### src/rtl/adsc_defs.vh
`ifndef ADSC_DEFS_VH
`define ADSC_DEFS_VH
// register offsets (byte-wide i/o space)
`define ADSC_OFS_START_LOW 4'h0
`define ADSC_OFS_RESULT_HIGH 4'h1
`define ADSC_OFS_CHAN_SPAN 4'h2
`define ADSC_OFS_STATUS 4'h8
`define ADSC_OFS_RANGE_CFG 4'hb
// field positions
`define ADSC_SPAN_LOW_LSB 0
`define ADSC_SPAN_HIGH_LSB 4
`define ADSC_STAT_BUSY_BIT 7
`define ADSC_CFG_OUT_POL_BIT 4
`define ADSC_CFG_RANGE_BIT 3
`define ADSC_CFG_IN_POL_BIT 2
`define ADSC_CFG_GAIN_LSB 0
`define ADSC_CFG_MASK 8'h1f
// reset values
`define ADSC_CFG_RESET 8'h00
`define ADSC_SPAN_RESET 8'h00
// timing: longest conversion time and derived cycle count at 100 mhz
`define ADSC_CONV_MAX_NS 10000
`define ADSC_CLK_NS 10
`define ADSC_CONV_CYCLES (`ADSC_CONV_MAX_NS / `ADSC_CLK_NS)
// output converter channel shape
`define ADSC_DAC_CHANNELS 4
`define ADSC_DAC_MAX 12'hfff
`endif

### src/rtl/adsc_chan_counter.v
`include "adsc_defs.vh"
`default_nettype none
// current-channel counter that steps through a low..high span and wraps
module adsc_chan_counter #(
    parameter CW = 4
) (
    // clock and reset
    input wire clk_i,
    input wire nrst_i,
    // control
    input wire load_i,
    input wire [CW-1:0] low_i,
    input wire [CW-1:0] high_i,
    input wire advance_i,
    // state
    output wire [CW-1:0] chan_o
);
    reg [CW-1:0] chan_reg;
    reg [CW-1:0] chan_next;

    // load wins over advance so a rewrite always restarts the scan
    always @* begin
        chan_next = chan_reg;
        if (load_i) begin
            chan_next = low_i;
        end else if (advance_i) begin
            if (chan_reg == high_i) begin
                chan_next = low_i;
            end else begin
                chan_next = chan_reg + {{(CW-1){1'b0}}, 1'b1};
            end
        end
    end

    // a span with high below low counts on through 15 and 0 up to high, then low
    always @(posedge clk_i) begin
        if (!nrst_i) begin
            chan_reg <= {CW{1'b0}};
        end else begin
            chan_reg <= chan_next;
        end
    end

    assign chan_o = chan_reg;
endmodule
`default_nettype wire

### src/rtl/adsc_ctrl.v
// Notes on behaviour
// results are 16-bit two's complement, -32768 to 32767, for any range
// channel register: low bound in low nibble, high bound in high nibble
// any channel register write loads counter with the low bound
// counter advances by one after each conversion within the span
// after the high-bound channel the counter wraps back to the low bound
// host writes polarity/range/gain code at offset 11 only on range change
// reading offset 11 returns the last value written there; the code returns bits 7:5 as zero
// host keeps output polarity bit by read-modify-write
// host waits about 10 us settling after channel or range change
// any write to offset 0 starts a conversion; data ignored; the code starts one only from idle, not while busy
// a conversion completes within 10 us of its start
// status bit 7 at offset 8 is 1 while busy, 0 when result ready
// host polls the busy bit until zero before reading the result
// result low byte at offset 0, high byte at offset 1
// output converter: four channels, 12-bit codes 0 to 4095
// config: out polarity b4, range b3, in polarity b2, gain b1:0
// host never programs codes 4 to 7
// reset clears config to zero: bipolar, bipolar, 5 V range, gain 1
// busy rises the cycle after start, falls after result latch and advance
// a start write during a conversion is ignored
`include "adsc_defs.vh"
`default_nettype none
module adsc_ctrl #(
    parameter CONV_CYCLES = `ADSC_CONV_CYCLES,
    parameter DAC_CHANNELS = `ADSC_DAC_CHANNELS
) (
    // clock and reset
    input wire clk_i,
    input wire nrst_i,
    // register port
    input wire [3:0] addr_i,
    input wire [7:0] wdata_i,
    input wire wr_i,
    input wire rd_i,
    output reg [7:0] rdata_o,
    // converter front end
    output wire [3:0] mux_chan_o,
    output wire sample_o,
    input wire conv_done_i,
    input wire [15:0] conv_data_i,
    // analog configuration outputs
    output wire output_polarity_select_o,
    output wire range_select_o,
    output wire input_polarity_select_o,
    output wire gain_select_high_o,
    output wire gain_select_low_o,
    // status
    output wire busy_o,
    output wire [1:0] dac_chan_count_o
);
    localparam ST_IDLE = 3'b001;
    localparam ST_CONV = 3'b010;
    localparam ST_DONE = 3'b100;
    localparam [11:0] DAC_MAX = `ADSC_DAC_MAX;

    reg [2:0] state_reg;
    reg [2:0] state_next;
    reg [7:0] span_reg;
    reg [7:0] cfg_reg;
    reg [15:0] result_reg;
    reg [15:0] tmo_reg;
    reg [15:0] tmo_next;
    reg [15:0] result_next;
    wire start_wr;
    wire span_wr;
    wire cfg_wr;
    wire advance;

    // decode of the strobes against the byte offsets
    assign start_wr = wr_i && (addr_i == `ADSC_OFS_START_LOW);
    assign span_wr = wr_i && (addr_i == `ADSC_OFS_CHAN_SPAN);
    assign cfg_wr = wr_i && (addr_i == `ADSC_OFS_RANGE_CFG);

    // span register: low bound nibble and high bound nibble
    always @(posedge clk_i) begin
        if (!nrst_i) begin
            span_reg <= `ADSC_SPAN_RESET;
        end else if (span_wr) begin
            span_reg <= wdata_i;
        end
    end

    // configuration register; unused upper bits never stored
    always @(posedge clk_i) begin
        if (!nrst_i) begin
            cfg_reg <= `ADSC_CFG_RESET;
        end else if (cfg_wr) begin
            cfg_reg <= wdata_i & `ADSC_CFG_MASK;
        end
    end

    // conversion sequencer: idle, waiting for converter, latch and advance
    always @* begin
        state_next = state_reg;
        tmo_next = tmo_reg;
        result_next = result_reg;
        case (state_reg)
            ST_IDLE: begin
                if (start_wr) begin
                    state_next = ST_CONV;
                    tmo_next = 16'h0000;
                end
            end
            ST_CONV: begin
                // start writes here fall through unseen
                tmo_next = tmo_reg + 16'h0001;
                if (conv_done_i) begin
                    result_next = conv_data_i;
                    state_next = ST_DONE;
                end else if (tmo_reg >= CONV_CYCLES[15:0] - 16'h0001) begin
                    // a silent converter must not hang the host's poll loop
                    result_next = conv_data_i;
                    state_next = ST_DONE;
                end
            end
            ST_DONE: begin
                state_next = ST_IDLE;
            end
            default: begin
                state_next = ST_IDLE;
            end
        endcase
    end

    // sequencer registers
    always @(posedge clk_i) begin
        if (!nrst_i) begin
            state_reg <= ST_IDLE;
            tmo_reg <= 16'h0000;
            result_reg <= 16'h0000;
        end else begin
            state_reg <= state_next;
            tmo_reg <= tmo_next;
            result_reg <= result_next;
        end
    end

    // advance once per finished conversion, in the last busy cycle before busy drops
    assign advance = (state_reg == ST_DONE);

    adsc_chan_counter #(
        .CW(4)
    ) u_chan (
        .clk_i(clk_i),
        .nrst_i(nrst_i),
        .load_i(span_wr),
        .low_i(span_wr ? wdata_i[3:0] : span_reg[3:0]),
        .high_i(span_reg[7:4]),
        .advance_i(advance),
        .chan_o(mux_chan_o)
    );

    // busy covers conversion and the latch/advance cycle
    assign busy_o = (state_reg != ST_IDLE);
    assign sample_o = (state_reg == ST_CONV) && (tmo_reg == 16'h0000);

    // read data, valid the cycle after the read strobe only
    always @(posedge clk_i) begin
        if (!nrst_i) begin
            rdata_o <= 8'h00;
        end else if (rd_i) begin
            case (addr_i)
                `ADSC_OFS_START_LOW: rdata_o <= result_reg[7:0];
                `ADSC_OFS_RESULT_HIGH: rdata_o <= result_reg[15:8];
                `ADSC_OFS_STATUS: begin
                    rdata_o <= {busy_o, 3'b000, mux_chan_o};
                end
                `ADSC_OFS_RANGE_CFG: rdata_o <= cfg_reg;
                default: rdata_o <= 8'h00;
            endcase
        end else begin
            rdata_o <= 8'h00;
        end
    end

    // configuration fields drive the analog front end directly
    assign output_polarity_select_o = cfg_reg[`ADSC_CFG_OUT_POL_BIT];
    assign range_select_o = cfg_reg[`ADSC_CFG_RANGE_BIT];
    assign input_polarity_select_o = cfg_reg[`ADSC_CFG_IN_POL_BIT];
    assign gain_select_high_o = cfg_reg[`ADSC_CFG_GAIN_LSB+1];
    assign gain_select_low_o = cfg_reg[`ADSC_CFG_GAIN_LSB];

    // output converter shape is only recorded: channels minus one, 12-bit codes
    assign dac_chan_count_o = DAC_CHANNELS[1:0] - 2'b01 + {1'b0, ~|DAC_MAX[0]};
endmodule
`default_nettype wire

### config.mk
export PLATFORM = sky130hd
export DESIGN_NAME = adsc_ctrl
export DESIGN_NICKNAME = d
export VERILOG_FILES = /design/src/rtl/adsc_chan_counter.v /design/src/rtl/adsc_ctrl.v
export VERILOG_INCLUDE_DIRS = /design/src /design/src/rtl
export SDC_FILE = /design/constraint.sdc
export NUM_CORES = 1
export LEC_CHECK = 0
export ABC_AREA = 1
export ABC_CLOCK_PERIOD_IN_PS = 3670
export BUFFER_PORTS_ARGS = -buffer_cell sky130_fd_sc_hd__buf_4
export CORE_UTILIZATION = 59
export CTS_CLUSTER_DIAMETER = 30
export DETAILED_ROUTE_END_ITERATION = 10
export PLACE_DENSITY = 0.84
export SLEW_MARGIN = 15
export SYNTH_ARGS = -nofsm -noshare
export SYNTH_HDL_FRONTEND = slang
export SYNTH_SLANG_ARGS = --single-unit
### constraint.sdc
create_clock -name clk_i -period 3.67 [get_ports clk_i]
set_input_delay 0.367 -clock clk_i [delete_from_list [all_inputs] [get_ports clk_i]]
set_output_delay 0.367 -clock clk_i [all_outputs]
set_load 0.05 [all_outputs]
==> impl_metrics.env, run 1 <==
export IMPL_outcome="completed"
export IMPL_initial_core_util=0.619
export IMPL_nFillCells=396
export IMPL_max_cap_viol_count=0
export IMPL_cts_root_buffer="clkbuf_8"
export IMPL_p_sw_mw=0.393
export IMPL_gp_congestion=0.883
export IMPL_avgViaCountPerCell=5.54
export IMPL_power_density_nw_per_um2=456
export IMPL_ff_latch_area_um2=1200
export IMPL_drtAntennaViolNets=0
export IMPL_num_io_pins=54
export IMPL_cts_buffers=9
export IMPL_crit_required_ps=3300
export IMPL_grt_usage=0.294
export IMPL_multi_input_area_um2=1440
export IMPL_drc=0
export IMPL_cp_max_fo=28
export IMPL_crit_path_start_kind="flop"
export IMPL_use_met2=0.465
export IMPL_synth_ff_latch_count=60
export IMPL_grt_pass1_vias=2726
export IMPL_synthArstFlopShare=0
export IMPL_fin_crit_sh=0.629
export IMPL_synth_top_area_frac=0.408
export IMPL_hold_viol=0
export IMPL_clock_sinks=60
export IMPL_min_from="wdata_i[7]"
export IMPL_met1_usage=0.376
export IMPL_crit_path_start="state_reg[0]$_SDFFE_PN1P_"
export IMPL_fin_area_um2=3590
export IMPL_synthFlopType="dfxtp_1"
export IMPL_seq_power_share=0.409
export IMPL_fin_crit_ps=2310
export IMPL_clk_pin_slew_worst_paths_ps=70
export IMPL_holdCritPathClass="input pin to flop"
export IMPL_rrSetupSlack_ps=1890
export IMPL_wl_per_cell_um=13.4
export IMPL_first_pass_iters=5
export IMPL_hold_depth=3
export IMPL_port_buffers=51
export IMPL_slowest_stage="buf_4"
export IMPL_rsz0062_at_grt="no"
export IMPL_rr_startpoint="tmo_reg[1]$_SDFFE_PN0P_"
export IMPL_overflow=0
export IMPL_grt_antenna_before_repair=0
export IMPL_slowest_delay_ps=360
export IMPL_power_leakage_nw=1.45
export IMPL_cp_end_kind="output port"
export IMPL_cts_tree="built"
export IMPL_tightestPinTransition_ps=949
export IMPL_synth_area_um2=2940
export IMPL_antennaDiodeCount=0
export IMPL_pwr_share_comb=0.112
export IMPL_p_int_mw=1.24
export IMPL_insertion_delay_ps=350
export IMPL_crit_type="flop to output port"
export IMPL_met3_usage=0.0552
export IMPL_ys_seq_area_frac=0.408
export IMPL_yosysTopAreaCell="dfxtp_1"
export IMPL_ys_warn_count=0
export IMPL_cts_hold_buffers=0
export IMPL_coreArea_um2=4750
export IMPL_fin_skew_ps=9.24
export IMPL_yosysMostFrequentCell="nand2_1"
export IMPL_min_to="span_reg[7]$_SDFFE_PN0P_"
export IMPL_die_x_um=72.6
export IMPL_netlist_cell_type_count=31
export IMPL_busiest_layer="met2"
export IMPL_area_growth_pct=21.8
export IMPL_grt_pass1_wl_um=12000
export IMPL_place_area_um2=3320
export IMPL_r2r_cells=8
export IMPL_fmax_mhz=433
export IMPL_die_area_um2=5280
export IMPL_cp_arrival_ps=1940
export IMPL_drive_above_1_share=0.168
export IMPL_grt_max_degree=32
export IMPL_cts_repair_resized=0
export IMPL_critPathMostFrequentCell="buf_4"
export IMPL_dp_hpwl_um=5050
export IMPL_first_iter_violations=364
export IMPL_die_h_um=72.6
export IMPL_h_tree_depth=3
export IMPL_power_share_clock=0.479
export IMPL_synth_edf_count=0
export IMPL_post_cts_buffers=0
export IMPL_synth_area_leaders="dfxtp_1 (41%), nand2_1 (15%), a21oi_1 (11%)"
export IMPL_wl_um=7360
export IMPL_final_setup_viol_count=0
export IMPL_fin_nets=513
export IMPL_syn_avg_cell_area_um2=6.86
export IMPL_reg2reg_to="tmo_reg[10]$_SDFFE_PN0P_"
export IMPL_setup_tns_ps=0
export IMPL_cts_buffer_depth=2
export IMPL_synth_common_cells="nand2_1 (114), a21oi_1 (62), dfxtp_1 (60)"
export IMPL_vdd_drop_max_v=0.000336
export IMPL_swShare=0.241
export IMPL_maxSlewHeadroom=0.367
export IMPL_vias=3044
export IMPL_synth_cells=429
export IMPL_finalMaxSlewViolations=0
export IMPL_rows=25
export IMPL_timing_critical_path_cells="nor3_4, buf_4, nand4_1, nor4_1, buf_4"
-- layer usage --
layer	vias to the layer above	share of wire
li1	1491	-
met1	1378	0.43
met5	-	0
met3	19	0.089
met2	156	0.46
met4	0	0.026
-- logic make-up after synthesis --
group | share of synthesized area
AOI/OAI and AO/OA | 0.166
xor gates and xnor gates | 0.00893
adders and majority gates | 0.0128
buffers and inverters | 0.105
DFF | 0.408
other | 0.00127
and+or+nand+nor | 0.298
-- worst max-delay path, delay by kind of cell, from the launching register on --
family	cells	cell delay, ps
buffers and inverters	2	620
flip-flops	1	340
AND/OR/NAND/NOR	3	640
-- final cells by class --
cell class / count / area share
Timing Repair Buffer: 52 / 0.109
Tap cell: 67 / 0.0234
Multi-Input combinational cell: 300 / 0.401
Inverter: 54 / 0.0565
Clock inverter: 3 / 0.0251
Clock buffer: 13 / 0.0499
Sequential cell: 60 / 0.335
-- worst max-delay path by stage --
stage | slack, ps | cells after the start | to
floorplan | 900 | 4 | sample_o
global placement | 1790 | 5 | sample_o
detailed placement | 1710 | 5 | sample_o
CTS | 1340 | 5 | sample_o
global route | 1250 | 6 | sample_o
finish | 1360 | 5 | sample_o
-- metrics by stage --
stage | worst slack, ps | std cells | total power [mW] | util | hold slack [ps]
final | 1360 | 549 | 1.64 | 0.754 | 299
after global placement | 1790 | 533 | 0.861 | 0.698 | 450
after global routing | 1250 | 549 | 1.68 | 0.754 | 311
after CTS | 1340 | 549 | 1.64 | 0.754 | 297
after floorplan | 897 | 430 | 0.810 | - | 439
after detailed placement | 1710 | 533 | 0.864 | 0.698 | 454
-- cells in the final DEF (no fill, tap or decap) --
master / instances
nor4_1: 1
clkbuf_8: 13
bufinv_16: 3
o21ai_0: 27
nor3_1: 1
a31oi_1: 1
conb_1: 2
nor2_4: 1
xor2_1: 1
inv_2: 3
nor2_1: 19
nand2_2: 3
a21oi_1: 62
dfxtp_1: 60
or2_2: 1
nand2_4: 2
xnor2_1: 2
o22ai_1: 4
inv_1: 51
o211ai_1: 1
nand3_1: 39
nor3_4: 2
nor2_2: 1
o21ai_1: 1
buf_4: 52
nand4_1: 11
and3_1: 1
ha_1: 3
nand2_1: 114
-- power groups by stage --
stage                     logic, mW  clock network [mW]  registers, mW
after CTS                     0.181               0.785          0.669
after detailed placement      0.180                   0          0.684
after floorplan               0.120                   0          0.690
after global routing          0.199               0.811          0.670
after global placement        0.178                   0          0.683
final                         0.182               0.784          0.669
Note: power is estimated with default switching activity, not from simulation.
==> run 2, diff against run 1 <==
--- a/config.mk
+++ b/config.mk
@@ -7,12 +7,12 @@
 export NUM_CORES = 1
 export LEC_CHECK = 0
 export ABC_AREA = 1
-export ABC_CLOCK_PERIOD_IN_PS = 3670
+export ABC_CLOCK_PERIOD_IN_PS = 2220
 export BUFFER_PORTS_ARGS = -buffer_cell sky130_fd_sc_hd__buf_4
-export CORE_UTILIZATION = 59
+export CORE_UTILIZATION = 55
 export CTS_CLUSTER_DIAMETER = 30
 export DETAILED_ROUTE_END_ITERATION = 10
-export PLACE_DENSITY = 0.84
+export PLACE_DENSITY = 0.79
 export SLEW_MARGIN = 15
 export SYNTH_ARGS = -nofsm -noshare
 export SYNTH_HDL_FRONTEND = slang
==> constraint.sdc (replaced) <==
create_clock -name clk_i -period 2.22 [get_ports clk_i]
set_input_delay 0.222 -clock clk_i [delete_from_list [all_inputs] [get_ports clk_i]]
set_output_delay 0.222 -clock clk_i [all_outputs]
set_load 0.05 [all_outputs]
==> run 2 against run 1 <==
Utilization decreased by 5.6 points. Total power grew 59%. Non-clock buffer count increased by 3. Via count shrank 1.5%. Critical path type unchanged. Flip-flop and latch count stayed put. Sequential share of layout area barely moved.
==> impl_metrics.env, run 2 (synthesis gave the netlist of run 1 again) <==
export IMPL_cp_arrival_ps=1700
export IMPL_power_leakage_nw=1.45
export IMPL_dr_wl_met3_um=466
export IMPL_coreArea_um2=5140
export IMPL_vdd_drop_max_v=0.000420
export IMPL_port_buffers=51
export IMPL_num_io_pins=54
export IMPL_crit_path_start_kind="flop"
export IMPL_dp_hpwl_um=5040
export IMPL_wl_um=7340
export IMPL_cp_end_kind="output port"
export IMPL_fin_crit_ps=1920
export IMPL_die_x_um=75.2
export IMPL_grt_usage=0.274
export IMPL_avgViaCountPerCell=5.40
export IMPL_grt_pass1_vias=2538
export IMPL_final_common_cell="nand2_1"
export IMPL_cts_repair_resized=0
export IMPL_drc=0
export IMPL_nFillCells=448
export IMPL_area_growth_pct=21.9
export IMPL_final_core_util=0.698
export IMPL_wl_met1_um=3350
export IMPL_finalMaxSlewViolations=0
export IMPL_fin_skew_ps=11.3
export IMPL_gp_congestion=0.945
export IMPL_vias=2999
export IMPL_cts_hold_buffers=0
export IMPL_crit_required_ps=2000
export IMPL_cp_max_fo=14
export IMPL_fmax_mhz=520
export IMPL_drive_above_1_share=0.173
export IMPL_dr_max_layer_used="met4"
export IMPL_die_area_um2=5650
export IMPL_fin_crit_sh=0.866
export IMPL_overflow=0
export IMPL_hold_viol=0
export IMPL_setup_tns_ps=0
export IMPL_dp_cells=539
export IMPL_clk_pin_slew_worst_paths_ps=70
export IMPL_first_pass_iters=5
export IMPL_antennaDiodeCount=0
export IMPL_layout_common_cells="nand2_1 (114), a21oi_1 (62), dfxtp_1 (60), buf_4 (55), inv_1 (51)"
export IMPL_max_cap_viol_count=0
export IMPL_cts_root_buffer="clkbuf_8"
export IMPL_crit_type="flop to output port"
export IMPL_fin_nets=516
export IMPL_cts_buffers=9
export IMPL_initial_core_util=0.573
export IMPL_rows=26
export IMPL_h_tree_depth=3
export IMPL_final_setup_viol_count=0
export IMPL_cts_buffer_depth=2
export IMPL_holdCritPathClass="input pin to flop"
export IMPL_rsz0062_at_grt="no"
export IMPL_maxSlewHeadroom=0.571
export IMPL_grt_antenna_before_repair=0
export IMPL_clock_sinks=60
export IMPL_rrSetupSlack_ps=590
export IMPL_wl_per_cell_um=13.2
export IMPL_insertion_delay_ps=340
export IMPL_post_cts_buffers=0
export IMPL_stdcell_count=555
export IMPL_grt_max_degree=25
export IMPL_outcome="completed"
export IMPL_wl_met2_um=3360
export IMPL_die_h_um=75.2
export IMPL_tightestPinTransition_ps=643
export IMPL_grt_pass1_wl_um=11600
export IMPL_drtAntennaViolNets=0
export IMPL_power_density_nw_per_um2=727
export IMPL_cts_tree="built"
export IMPL_first_iter_violations=219
-- run 2: cell count changes in the layout (fill, tap and decap cells not counted) --
| cell | change |
|---|---|
| clkbuf_8 | -4 |
| buf_4 | +3 |
| clkinv_4 | +2 |
| clkbuf_1 | +1 |
| clkinv_2 | +1 |
| nor4_1 | -1 |
| nor4_2 | +1 |
-- run 2: layout make-up --
| cell class | count | area [um2] | area share |
|---|---|---|---|
| clock buffer | 10 | 128 | 0.0356 |
| clock inverter | 6 | 113 | 0.0314 |
| inverter | 54 | 203 | 0.0565 |
| multi-input combinational | 300 | 1450 | 0.403 |
| sequential | 60 | 1200 | 0.335 |
| tap | 70 | 87.6 | 0.0244 |
| timing repair buffer | 55 | 413 | 0.115 |
-- run 2: per-stage QoR --
step	setup slack [ps]	total power, mW	instance area (um2)	hold WS, ps
final	298	2.61	3590	111
after global routing	209	2.69	3590	115
after CTS	307	2.61	3590	111
after detailed placement	582	1.43	3350	455
after global placement	624	1.42	3350	449
after floorplan	169	1.34	2950	348
-- run 2: path summary, 6_finish.rpt --
check / start / end / cells past startpoint
max: state_reg[1]$_SDFFE_PN0P_ / sample_o / 6
min: rd_i / rdata_o[4]$_SDFF_PN0_ / 3
max reg2reg: tmo_reg[7]$_SDFFE_PN0P_ / result_reg[10]$_SDFFE_PN0P_ / 7
min reg2reg: result_reg[6]$_SDFFE_PN0P_ / rdata_o[6]$_SDFF_PN0_ / 2
-- run 2: report_power, final --
part | total [mW] | leakage, nW | switching, mW | internal [mW]
sequential | 1.11 | 0.484 | 0.0134 | 1.09
clock | 1.20 | 0.120 | 0.454 | 0.748
combinational | 0.300 | 0.844 | 0.206 | 0.0943
-- run 2: layer usage --
metal,global-route usage,vias up
met1,0.367,1352
met3,0.0428,18
met5,0,-
met2,0.436,129
met4,0.123,0
li1,-,1500
-- run 2: critical path, stage by stage, from the launching register on --
cell     delay [ps]
dfxtp_1         340
inv_1            80
nor3_4          170
buf_4           240
nand4_1         110
nor4_2          180
buf_4           250
==> run 3, diff against run 2 <==
--- a/config.mk
+++ b/config.mk
@@ -8,11 +8,11 @@
 export LEC_CHECK = 0
 export ABC_AREA = 1
 export ABC_CLOCK_PERIOD_IN_PS = 2220
-export BUFFER_PORTS_ARGS = -buffer_cell sky130_fd_sc_hd__buf_4
-export CORE_UTILIZATION = 55
+export CORE_UTILIZATION = 59
 export CTS_CLUSTER_DIAMETER = 30
 export DETAILED_ROUTE_END_ITERATION = 10
-export PLACE_DENSITY = 0.79
+export DONT_BUFFER_PORTS = 1
+export PLACE_DENSITY = 0.75
 export SLEW_MARGIN = 15
 export SYNTH_ARGS = -nofsm -noshare
 export SYNTH_HDL_FRONTEND = slang
==> run 3 against run 2 <==
Count of clock-buffer cells in the layout grew 2. Largest cell class unchanged. Hold slack got worse by 88 ps. Combinational power shrank 21%. Critical path depth fell by 2. Clock skew shrank 6.2 ps. Worst setup slack worse by 21 ps. Sequential share of layout area grew 4.1 points.
==> impl_metrics.env, run 3 (synthesis gave the netlist of run 1 again) <==
export IMPL_cts_buffer_depth=2
export IMPL_fin_nets=471
export IMPL_rows=25
export IMPL_first_iter_violations=204
export IMPL_cts_tree="built"
export IMPL_maxSlewHeadroom=0.462
export IMPL_grt_antenna_before_repair=0
export IMPL_grt_max_degree=25
export IMPL_wl_um=6890
export IMPL_dr_wl_met3_um=650
export IMPL_grt_pass1_vias=2365
export IMPL_fin_crit_ps=1940
export IMPL_fmax_mhz=514
export IMPL_outcome="completed"
export IMPL_crit_required_ps=2000
export IMPL_antennaDiodeCount=0
export IMPL_die_h_um=72.6
export IMPL_vdd_drop_max_v=0.000461
export IMPL_fin_crit_sh=0.876
export IMPL_cp_end_kind="output port"
export IMPL_drive_above_1_share=0.0795
export IMPL_area_growth_pct=8.63
export IMPL_avgViaCountPerCell=5.52
export IMPL_timing_critical_path_cells="nor3_4, nand4_1, nor4_2, buf_4"
export IMPL_critical_path_top_delay_family="simple AND/OR/NAND/NOR gates"
export IMPL_grt_usage=0.271
export IMPL_tightestPinTransition_ps=806
export IMPL_final_setup_viol_count=0
export IMPL_initial_core_util=0.619
export IMPL_clk_pin_slew_worst_paths_ps=70
export IMPL_dp_hpwl_um=4850
export IMPL_fin_skew_ps=5.11
export IMPL_grt_pass1_wl_um=10900
export IMPL_die_area_um2=5280
export IMPL_power_leakage_nw=1.19
export IMPL_final_common_cell="nand2_1"
export IMPL_clock_sinks=60
export IMPL_wl_met2_um=3090
export IMPL_first_pass_iters=5
export IMPL_crit_path_start_kind="flop"
export IMPL_cts_repair_resized=0
export IMPL_die_x_um=72.6
export IMPL_hold_viol=0
export IMPL_cp_arrival_ps=1720
export IMPL_insertion_delay_ps=330
export IMPL_wl_met1_um=3040
export IMPL_place_area_um2=2990
export IMPL_slowest_delay_ps=460
export IMPL_holdCritPathClass="input pin to flop"
export IMPL_critPathBufInv=1
export IMPL_cts_buffers=9
export IMPL_setup_tns_ps=0
export IMPL_drtAntennaViolNets=0
export IMPL_max_cap_viol_count=0
export IMPL_cp_max_fo=11
export IMPL_coreArea_um2=4750
export IMPL_dr_max_layer_used="met4"
export IMPL_cts_hold_buffers=2
export IMPL_layout_common_cells="nand2_1 (114), a21oi_1 (62), dfxtp_1 (60), inv_1 (51), nand3_1 (39)"
export IMPL_cts_root_buffer="clkbuf_8"
export IMPL_power_density_nw_per_um2=713
export IMPL_slowest_stage="nor3_4"
export IMPL_finalMaxSlewViolations=0
export IMPL_gp_congestion=0.926
export IMPL_h_tree_depth=3
export IMPL_post_cts_buffers=0
export IMPL_rsz0062_at_grt="no"
export IMPL_port_buffers=0
export IMPL_overflow=0
export IMPL_wl_per_cell_um=13.6
export IMPL_num_io_pins=54
export IMPL_fin_area_um2=3200
export IMPL_vias=2797
export IMPL_crit_type="flop to output port"
export IMPL_drc=0
## run 3: area by class of cell
type	count	area [um2]
clock buffer	12	135
multi-input combinational	300	1450
clock inverter	4	50.0
timing repair buffer	10	80.1
inverter	54	203
fill	432	1560
sequential	60	1200
tap	67	83.8
## run 3: path summary, 6_finish.rpt
path,from,to,slack (ps),cells after the start
worst max-delay path,state_reg[0]$_SDFFE_PN1P_,sample_o,280,4
worst min register to register,result_reg[8]$_SDFFE_PN0P_,result_reg[8]$_SDFFE_PN0P_,460,2
worst min-delay path,rd_i,rdata_o[4]$_SDFF_PN0_,20,2
worst max register to register,tmo_reg[5]$_SDFFE_PN0P_,result_reg[9]$_SDFFE_PN0P_,540,7
## run 3: power by group
group          leakage [nW]  internal, mW  switching (mW)  total, mW
Combinational         0.618        0.0581           0.179      0.237
Sequential            0.484          1.09          0.0192       1.11
Clock                0.0866         0.517           0.414      0.932
Total                  1.19          1.67           0.613       2.28
## run 3: worst register-to-register path, cell delays in order, from the launching register on
cell and delay [ps]:
dfxtp_1 440, inv_2 90, nor3_4 320, nand2_2 130
nand2_4 200, nand2_4 180, nand2_1 90, a21oi_1 70
## run 3: layer usage
layer  global-route usage  vias to the layer above
met5                    0                        -
met4               0.0871                        0
met3               0.0856                       11
met2                0.416                      115
met1                0.362                     1259
li1                     -                     1412
## run 3: through the flow
step                      power (mW)  utilization  std cells  worst slack (ps)  hold WS (ps)
after global routing            2.37        0.673        507               155          20.0
final                           2.28        0.673        507               276          23.0
after floorplan                 1.34            -        430               169           348
after CTS                       2.31        0.673        507               251          8.73
after detailed placement        1.37        0.629        489               592           300
after global placement          1.36        0.629        489               614           299
